### src/include/csr_grp_regs.vh
`ifndef CSR_GRP_REGS_VH
`define CSR_GRP_REGS_VH

// Group selectors carried on the command port.
`define CSR_GRP_QUES        1'b0
`define CSR_GRP_CALL        1'b1

// Register selectors within a group.
`define CSR_SEL_COND        3'h0
`define CSR_SEL_RISE        3'h1
`define CSR_SEL_FALL        3'h2
`define CSR_SEL_EVENT       3'h3
`define CSR_SEL_ENABLE      3'h4

// Call state condition bit positions.
`define CSR_BIT_ACTIVE      0
`define CSR_BIT_REGISTER    1
`define CSR_BIT_PAGE        3
`define CSR_BIT_ACCESS      4
`define CSR_BIT_CONNECT     5

// Bits that can ever be nonzero in the condition registers.
`define CSR_CALL_USED_MASK  16'h003b
`define CSR_QUES_USED_MASK  16'h0100

// Reset values.
`define CSR_RST_RISE        16'hffff
`define CSR_RST_FALL        16'h0000
`define CSR_RST_EVENT       16'h0000
`define CSR_RST_ENABLE      16'h0000

`endif

### src/hw/csr_call_status.v
`timescale 1ns/1ps
`include "csr_grp_regs.vh"

////////////////////////////////////////////////////////////////////////////////
// Operation
// - All call group registers are sixteen bits wide.
// - Group has condition, rise and fall filters, event, enable, summary.
// - Condition bit 15 always reads zero.
// - Condition bit 5 follows the connected-state indicator.
// - Condition bit 4 follows the access-state indicator.
// - Condition bit 3 follows the paging-state indicator.
// - Condition bit 1 follows the registration-state indicator.
// - Condition bit 0 follows the active-state indicator.
// - Reading an event register returns it, then clears it.
// - Clear-status command clears the event registers.
// - Enable register is writable and readable; writing zero disables all.
// - Rise and fall filters are writable and readable back.
// - Questionable group offers the same operations through its own commands.
// - Summary is high when any enabled event bit is captured.
////////////////////////////////////////////////////////////////////////////////

module csr_call_status #(
  parameter WIDTH = 16
) (
  input  wire             clock,
  input  wire             sys_rst,
  input  wire             st_connect,
  input  wire             st_access,
  input  wire             st_page,
  input  wire             st_register,
  input  wire             st_active,
  input  wire [WIDTH-1:0] ques_cond_in,
  input  wire             cmd_valid,
  input  wire             cmd_write,
  input  wire             cmd_group,
  input  wire [2:0]       cmd_sel,
  input  wire [WIDTH-1:0] cmd_wdata,
  input  wire             clear_status,
  output reg              rsp_valid,
  output reg  [WIDTH-1:0] rsp_data,
  output reg              call_summary,
  output reg              ques_summary
);

////////////////////////////////////////////////////////////////////////////////
// Indicator pins come from another domain, so each passes two flip-flops.

  reg  [4:0]       ind_meta_q;
  reg  [4:0]       ind_sync_q;
  reg  [WIDTH-1:0] ques_meta_q;
  reg  [WIDTH-1:0] ques_sync_q;
  wire [WIDTH-1:0] call_cond_in;

  always @(posedge clock or posedge sys_rst)
  begin
    if (sys_rst)
    begin
      ind_meta_q  <= 5'h00;
      ind_sync_q  <= 5'h00;
      ques_meta_q <= {WIDTH{1'b0}};
      ques_sync_q <= {WIDTH{1'b0}};
    end
    else
    begin
      ind_meta_q  <= {st_connect, st_access, st_page, st_register, st_active};
      ind_sync_q  <= ind_meta_q;
      ques_meta_q <= ques_cond_in;
      ques_sync_q <= ques_meta_q;
    end
  end

  assign call_cond_in = {{(WIDTH-6){1'b0}},
                         ind_sync_q[4],
                         ind_sync_q[3],
                         ind_sync_q[2],
                         1'b0,
                         ind_sync_q[1],
                         ind_sync_q[0]};

////////////////////////////////////////////////////////////////////////////////
// Command decode.

  wire             is_call;
  wire             is_ques;
  wire             wr_ok;
  wire             rd_event;

  assign is_call  = cmd_valid & (cmd_group == `CSR_GRP_CALL);
  assign is_ques  = cmd_valid & (cmd_group == `CSR_GRP_QUES);
  assign wr_ok    = cmd_write;
  assign rd_event = ~cmd_write & (cmd_sel == `CSR_SEL_EVENT);

  wire [WIDTH-1:0] c_cond, c_rise, c_fall, c_event, c_en;
  wire [WIDTH-1:0] q_cond, q_rise, q_fall, q_event, q_en;
  wire             c_sum;
  wire             q_sum;

  csr_status_group #(
    .WIDTH     (WIDTH),
    .USED_MASK (`CSR_CALL_USED_MASK)
  ) u_call (
    .clock        (clock),
    .sys_rst      (sys_rst),
    .cond_in      (call_cond_in),
    .wr_rise      (is_call & wr_ok & (cmd_sel == `CSR_SEL_RISE)),
    .wr_fall      (is_call & wr_ok & (cmd_sel == `CSR_SEL_FALL)),
    .wr_enable    (is_call & wr_ok & (cmd_sel == `CSR_SEL_ENABLE)),
    .wr_data      (cmd_wdata),
    .event_read   (is_call & rd_event),
    .clear_status (clear_status),
    .cond_q       (c_cond),
    .rise_q       (c_rise),
    .fall_q       (c_fall),
    .event_q      (c_event),
    .enable_q     (c_en),
    .summary      (c_sum)
  );

  csr_status_group #(
    .WIDTH     (WIDTH),
    .USED_MASK (`CSR_QUES_USED_MASK)
  ) u_ques (
    .clock        (clock),
    .sys_rst      (sys_rst),
    .cond_in      (ques_sync_q),
    .wr_rise      (is_ques & wr_ok & (cmd_sel == `CSR_SEL_RISE)),
    .wr_fall      (is_ques & wr_ok & (cmd_sel == `CSR_SEL_FALL)),
    .wr_enable    (is_ques & wr_ok & (cmd_sel == `CSR_SEL_ENABLE)),
    .wr_data      (cmd_wdata),
    .event_read   (is_ques & rd_event),
    .clear_status (clear_status),
    .cond_q       (q_cond),
    .rise_q       (q_rise),
    .fall_q       (q_fall),
    .event_q      (q_event),
    .enable_q     (q_en),
    .summary      (q_sum)
  );

////////////////////////////////////////////////////////////////////////////////
// Read answer: registered one cycle after the query; event value is the
// pre-clear contents. Unknown selectors answer zero.

  reg [WIDTH-1:0] rd_mux;

  always @*
  begin
    rd_mux = {WIDTH{1'b0}};
    case (cmd_sel)
      `CSR_SEL_COND:   rd_mux = cmd_group ? c_cond  : q_cond;
      `CSR_SEL_RISE:   rd_mux = cmd_group ? c_rise  : q_rise;
      `CSR_SEL_FALL:   rd_mux = cmd_group ? c_fall  : q_fall;
      `CSR_SEL_EVENT:  rd_mux = cmd_group ? c_event : q_event;
      `CSR_SEL_ENABLE: rd_mux = cmd_group ? c_en    : q_en;
      default:         rd_mux = {WIDTH{1'b0}};
    endcase
  end

  always @(posedge clock or posedge sys_rst)
  begin
    if (sys_rst)
    begin
      rsp_valid    <= 1'b0;
      rsp_data     <= {WIDTH{1'b0}};
      call_summary <= 1'b0;
      ques_summary <= 1'b0;
    end
    else
    begin
      rsp_valid    <= cmd_valid & ~cmd_write;
      rsp_data     <= (cmd_valid & ~cmd_write) ? rd_mux : {WIDTH{1'b0}};
      call_summary <= c_sum;
      ques_summary <= q_sum;
    end
  end

endmodule

### src/hw/csr_status_group.v
`timescale 1ns/1ps
`include "csr_grp_regs.vh"

module csr_status_group #(
  parameter WIDTH     = 16,
  parameter USED_MASK = 16'h0000
) (
  input  wire             clock,
  input  wire             sys_rst,
  input  wire [WIDTH-1:0] cond_in,
  input  wire             wr_rise,
  input  wire             wr_fall,
  input  wire             wr_enable,
  input  wire [WIDTH-1:0] wr_data,
  input  wire             event_read,
  input  wire             clear_status,
  output wire [WIDTH-1:0] cond_q,
  output wire [WIDTH-1:0] rise_q,
  output wire [WIDTH-1:0] fall_q,
  output wire [WIDTH-1:0] event_q,
  output wire [WIDTH-1:0] enable_q,
  output wire             summary
);

  reg  [WIDTH-1:0] cond_r_q;
  reg  [WIDTH-1:0] rise_r_q;
  reg  [WIDTH-1:0] fall_r_q;
  reg  [WIDTH-1:0] event_r_q;
  reg  [WIDTH-1:0] enable_r_q;
  wire [WIDTH-1:0] cond_d;
  wire [WIDTH-1:0] hits;
  wire [WIDTH-1:0] event_d;
  wire [WIDTH-1:0] used;

  assign used    = USED_MASK;
  assign cond_d  = cond_in & used;
  assign hits    = ((cond_d & ~cond_r_q) & rise_r_q)
                 | ((~cond_d & cond_r_q) & fall_r_q);
  // A new edge in the same cycle as a read or clear is kept, not lost.
  assign event_d = ((event_read | clear_status) ? {WIDTH{1'b0}} : event_r_q)
                 | hits;

  always @(posedge clock or posedge sys_rst)
  begin
    if (sys_rst)
    begin
      cond_r_q   <= {WIDTH{1'b0}};
      rise_r_q   <= `CSR_RST_RISE;
      fall_r_q   <= `CSR_RST_FALL;
      event_r_q  <= `CSR_RST_EVENT;
      enable_r_q <= `CSR_RST_ENABLE;
    end
    else
    begin
      cond_r_q  <= cond_d;
      event_r_q <= event_d;
      if (wr_rise)
        rise_r_q <= wr_data;
      if (wr_fall)
        fall_r_q <= wr_data;
      if (wr_enable)
        enable_r_q <= wr_data;
    end
  end

  assign cond_q   = cond_r_q;
  assign rise_q   = rise_r_q;
  assign fall_q   = fall_r_q;
  assign event_q  = event_r_q;
  assign enable_q = enable_r_q;
  assign summary  = |(event_r_q & enable_r_q);

endmodule

### config.mk
export PLATFORM = sky130hd
export DESIGN_NAME = csr_call_status
export DESIGN_NICKNAME = d
export VERILOG_FILES = /design/src/hw/csr_call_status.v /design/src/hw/csr_status_group.v
export VERILOG_INCLUDE_DIRS = /design/src /design/src/include
export SDC_FILE = /design/constraint.sdc
export NUM_CORES = 1
export LEC_CHECK = 0
export ABC_AREA = 0
export BUFFER_PORTS_ARGS = -buffer_cell sky130_fd_sc_hd__buf_4
export CAP_MARGIN = 20
export CORE_ASPECT_RATIO = 0.5
export CORE_MARGIN = 4
export CORE_UTILIZATION = 57
export DETAILED_ROUTE_END_ITERATION = 16
export PLACE_DENSITY = 0.9
export RECOVER_POWER = 25
export SLEW_MARGIN = 0
export SYNTH_ARGS = -nofsm -noshare
export SYNTH_HDL_FRONTEND = slang
export SYNTH_SLANG_ARGS = --single-unit
export TNS_END_PERCENT = 1
### constraint.sdc
create_clock -name clock -period 9.3 [get_ports clock]
set_input_delay 0.465 -clock clock [delete_from_list [all_inputs] [get_ports clock]]
set_output_delay 0.465 -clock clock [all_outputs]
set_load 0.02 [all_outputs]
# Yosys cells after proc, flatten, opt, wreduce, memory -nomap -nowiden
# Index checks and enable logic that the tools add are counted.
# W data, S select, Z words.
[totals]
out_inout_bits = 19
wordCells = 70
register_bits = 181
[classes]
n_reduce_logical = 3
n_eq_ne = 4
mux = 9
bitwise_logic = 36
[op_table]
columns = ["cell", "n"]
rows = [
  ["$mux W16", 7],
  ["$and A16 B16 Y16", 6],
  ["$pmux W16 S5", 1],
  ["$or A16 B16 Y16", 4],
  ["$not A6 Y16", 2],
  ["$not A9 Y16", 2],
  ["$reduce_or A16 Y1", 2],
  ["$and A16 B6 Y16", 1],
  ["$and A16 B9 Y16", 1],
  ["$and A6 B16 Y16", 1],
  ["$and A9 B16 Y16", 1],
  ["$and A1 B1 Y1", 14],
  ["$mux W9", 1],
  ["$eq A3 B2 Y1 const B", 2],
  ["$eq A3 B1 Y1 const B", 1],
  ["$eq A3 B3 Y1 const B", 1],
  ["$logic_not A3 Y1", 1],
  ["$not A1 Y1", 2],
  ["$or A1 B1 Y1", 2],
]

# Logic depth before layout (Yosys ltp)
[logic_depth]
depth_word = 6
ltp_mapped = 7
mapped_depth_nobuf = 4

# Modules after synthesis
# Synthesis repeated with hierarchy kept, for this count alone.
[unflattened]
cells_unflattened = 547
hier_area_um2 = 7848.8
[modules_own_cells]
columns = ["module", "cells_each", "instances", "area_per_inst_um2"]
rows = [
  ["csr_call_status", 247, 1, 3014.1],
  ["csr_status_group at u_call", 159, 1, 2549.9],
  ["csr_status_group at u_ques", 141, 1, 2284.7],
]

# Worst setup path before layout
# Ideal clock, no wire load.
[synth_timing]
kind = "input to register"
start = "input port cmd_sel[2]"
end = "register u_ques.enable_r_q[0], in the netlist u_ques.enable_q[0]"
path_slack_ps = 7230
t_required_ps = 9175
n_path_buf = 3
path_stages = 6
arrival_ps = 1945
cell_sequence = "buf_6 > or3b_1 > buf_6 > nor3_2 > buf_4 > mux2_2"
[synth_between]
elab_chain_len = 2
[synth_rtl]
columns = ["element", "line_no", "text"]
rows = [
  ["from (decl)", "csr_call_status.v:36", "input wire [2:0] cmd_sel,"],
  ["$eq A3 B3 Y1", "--", ""],
  ["$and A1 B1 Y1", "csr_call_status.v:128", ".wr_enable (is_ques & wr_ok & (cmd_sel == `CSR_SEL_ENABLE)),"],
  ["to (signal assigned)", "csr_status_group.v:51", "enable_r_q <= `CSR_RST_ENABLE;"],
  ["to (signal assigned)", "csr_status_group.v:62", "enable_r_q <= wr_data;"],
  ["to (decl)", "csr_status_group.v:29", "reg [WIDTH-1:0] enable_r_q;"],
]
# Every way passes these cells.
# A chain may end at the register's enable or synchronous reset.

# Worst setup path in the final report
[layout_timing]
start = "input port cmd_group"
end = "register u_call.rise_r_q[2], in the netlist u_call.rise_q[2]"
[layout_between]
elab_chain_len = 3
[layout_rtl]
columns = ["element", "line_no", "text"]
rows = [
  ["from (decl)", "csr_call_status.v:35", "input wire cmd_group,"],
  ["$and A1 B1 Y1", "csr_call_status.v:88", "assign is_call = cmd_valid & (cmd_group == `CSR_GRP_CALL);"],
  ["$and A1 B1 Y1 (2 in a row)", "csr_call_status.v:105", ".wr_rise (is_call & wr_ok & (cmd_sel == `CSR_SEL_RISE)),"],
  ["to (signal assigned)", "csr_status_group.v:48", "rise_r_q <= `CSR_RST_RISE;"],
  ["to (signal assigned)", "csr_status_group.v:58", "rise_r_q <= wr_data;"],
  ["to (decl)", "csr_status_group.v:26", "reg [WIDTH-1:0] rise_r_q;"],
]
# Every way passes these cells.

==> impl_results.md <==
- Worst path cell trace: buf_4 > nor2b_1 > and4_1 > mux2_2
- Total congestion overflow: 0
- Gr usage total: 0.238
- PortBufs: 49
- DRT Pass-1 Iters: 6
- Largest net degree at the start of global routing: 83
- Worst slew margin: -0.714
- Worst Slack Setup Final: 6.54 ns
- YS warnings: 0
- Hold Crit Depth: 1
- Synth area leaders: dfrtp_1, mux2_2, dfstp_2
- Critical R2R Capture: rsp_data[1]$_DFF_PP0_
- Seq cells post-synth: 139
- DRC: 0
- Mapped Area: 5910 um2
- I/O pin count: 65
- Flop-to-flop setup slack: 8.01 ns
- Seq/Total Area, Yosys: 0.595
- Wl on met1: 5.84 mm
- Worst skew pair latency: 0.42 ns
- PwrDens: 240 nW/um2
- Total CTS buffers: 17
- Reg area: 3520 um2
- First-pass GRT wire length: 21.9 mm
- Peak supply drop: 115 uV
- Tot Pwr: 1680 uW
- Largest delay share family, worst path: simple AND/OR/NAND/NOR gates
- Met3 Routed Length: 892 um
- Clock buffer depth: 2
- Worst setup SP type: input pin
- # diodes: 0
- Vias in the first global route: 4159
- CTS tree: yes
- Synth top cells by count: dfrtp_1, mux2_2, dfstp_2
- Initial antenna violation count: 0
- Post-CTS Setup Bufs: 0
- Dpl ws: 6.20 ns
- Final critical-path required period: 2.76 ns
- DR top layer: met4
- Hpwl dp: 7.78 mm
- Most common cell in the netlist: dfrtp_1
- CP startpoint: cmd_group
- Distinct cell type count after synthesis: 38
- Post-layout util: 0.717
- CP Max Fanout: 54
- Via count: 3771
- # rows: 25
- Filler instances: 598
- Critical R2R Launch: u_call.rise_q[1]$_DFFE_PP1P_
- Initial drt markers: 304
- WL per Instance: 22.9 um
- Avg Inst Size Synth: 14.2 um2
- Post-Synthesis Cells: 415
- Via/cell ratio: 6.14
- Die Y: 80 um
- Worst-case clock skew: 0.00718 ns
- Synth top area share: 0.453
- Status: finished, violations left
- Multi-input combinational cell area: 2250 um2
- CTS HTree Levels: 4
- CP endpoint kind: flop
- Maxcap violations: 1
- Count of final setup violators: 0
- Clock sink count: 139
- Routed Wire Length: 14.0 mm
- Die W: 152 um
- Failing checks: max-capacitance violations, max-slew violations
- Min-delay worst type: input pin to flop
- Layout cell share with drive strength beyond 1: 0.489
- Starting Density: 0.606
- Final Hold Fails: 0
- Critical Path Slowest Stage Cell: and4_1
- Final slew viol count: 59
- Predominant post-synthesis flop cell: dfrtp_1
- CP max stage delay: 0.95 ns
- Full die area: 12200 um2
- Ys async rst share: 1.00
- Synth Net Count: 461
- Nets: 512
- Final GP Congestion: 0.811
- Crit path buf inv count: 1
- Clk root buf: clkbuf_16
- Post-synth EDFFs: 0
- Met2 WL: 7.04 mm
- Critical Path AT: 3.11 ns
- Leakage: 0.00319 uW
- Biggest area consumer among synthesized cells: dfrtp_1
- Crit path kind: input pin to flop
- Period utilization: 0.297
- Worst-path clk slew: 0.06 ns
- Worst hold path endpoint: ind_meta_q[4]$_DFF_PP0_
- Least-Margin Pin Slew: 2.56 ns
- Area Growth Syn to Fin: 18.3%
- Hold_sp: st_connect
- Post-route ant nets: 0
- Setup_tns: 0 ns
- FF-to-FF path depth: 4
- Critical Path RT: 9.65 ns
- RSZ-0062 raised after global routing: false
- Hold-fix buffers, CTS: 0
- F_max: 362 MHz
- Gates resized, CTS repair: 0
- Core ar.: 9760 um2
-- cells in the final DEF (no fill, tap or decap), types with 2 or more instances in the layout --
| master | count |
|---|---|
| a31oi_1 | 2 |
| buf_4 | 46 |
| and2_1 | 2 |
| dfstp_2 | 32 |
| clkinvlp_4 | 3 |
| clkbuf_16 | 17 |
| o22ai_1 | 16 |
| a221oi_1 | 5 |
| mux2i_1 | 31 |
| nor2b_1 | 3 |
| clkinv_4 | 2 |
| a21oi_1 | 12 |
| nand2_1 | 14 |
| clkbuf_4 | 7 |
| nand3_1 | 2 |
| o211ai_1 | 6 |
| clkbuf_8 | 4 |
| inv_1 | 2 |
| nand3b_1 | 7 |
| mux2_2 | 102 |
| nor2_1 | 19 |
| a22o_1 | 5 |
| mux2_4 | 10 |
| clkinv_2 | 3 |
| dfrtp_1 | 107 |
| bufinv_16 | 2 |
-- cells by family after synthesis --
group,share of synthesized area
DFF,0.595
and+or+nand+nor,0.0521
AOI/OAI and AO/OA,0.0555
muxes,0.272
buffers and inverters,0.0248
-- flip-flops by register name, indices dropped and copies added (netlist names) --
signal / flops
ques_sync_q: 1
ind_sync_q: 5
u_ques.rise_q: 16
u_ques.event_q: 1
u_call.event_q: 5
u_ques.enable_q: 16
u_ques.fall_q: 16
call_summary: 1
ind_meta_q: 5
u_call.fall_q: 16
ques_summary: 1
u_call.enable_q: 16
rsp_valid: 1
ques_meta_q: 1
u_ques.cond_q: 1
rsp_data: 16
u_call.rise_q: 16
u_call.cond_q: 5
-- through the flow --
| stage | std cells | area (um2) | hold slack (ns) |
|---|---|---|---|
| floorplan | 415 | 5910 | 0.331 |
| global placement | 580 | 6350 | 0.333 |
| detailed placement | 581 | 6370 | 0.336 |
| CTS | 613 | 6970 | 0.113 |
| global route | 614 | 6990 | 0.162 |
| finish | 614 | 6990 | 0.172 |
-- final cells by class --
class                           instances  share of cell area
Tap cell                              135              0.0242
Multi-Input combinational cell        250               0.322
Clock buffer                           22              0.0692
Timing Repair Buffer                   55              0.0630
Inverter                                3             0.00179
Clock inverter                         10              0.0165
Sequential cell                       139               0.503
-- per-layer routing --
layer | global-route usage | vias up
met5 | 0 | -
li1 | - | 1620
met2 | 0.411 | 157
met3 | 0.0682 | 30
met4 | 0.109 | 0
met1 | 0.281 | 1964
-- where the power goes --
group	internal (uW)	switching (uW)
clock network	422	258
logic	119	94.3
registers	720	61.5
total	1260	414
-- worst reg2reg max path: cells and delay by family (launching register included) --
| kind | cells | cell delay [ns] |
|---|---|---|
| multiplexers | 1 | 0.07 |
| AO/OA/AOI/OAI | 2 | 0.40 |
| AND/OR/NAND/NOR | 1 | 0.15 |
| flip-flops | 1 | 0.55 |
-- worst max-delay path by stage --
stage / end / slack, ns / cells past startpoint
2_1_floorplan: call_summary$_DFF_PP0_ / 5.16 / 1
3_3_place_gp: u_call.rise_q[10]$_DFFE_PP1P_ / 6.19 / 4
3_5_place_dp: u_call.rise_q[14]$_DFFE_PP1P_ / 6.20 / 4
4_1_cts: u_call.rise_q[2]$_DFFE_PP1P_ / 6.61 / 4
5_1_grt: u_call.rise_q[2]$_DFFE_PP1P_ / 6.50 / 4
6_report: u_call.rise_q[2]$_DFFE_PP1P_ / 6.54 / 4
Note: power is estimated with default switching activity, not from simulation.
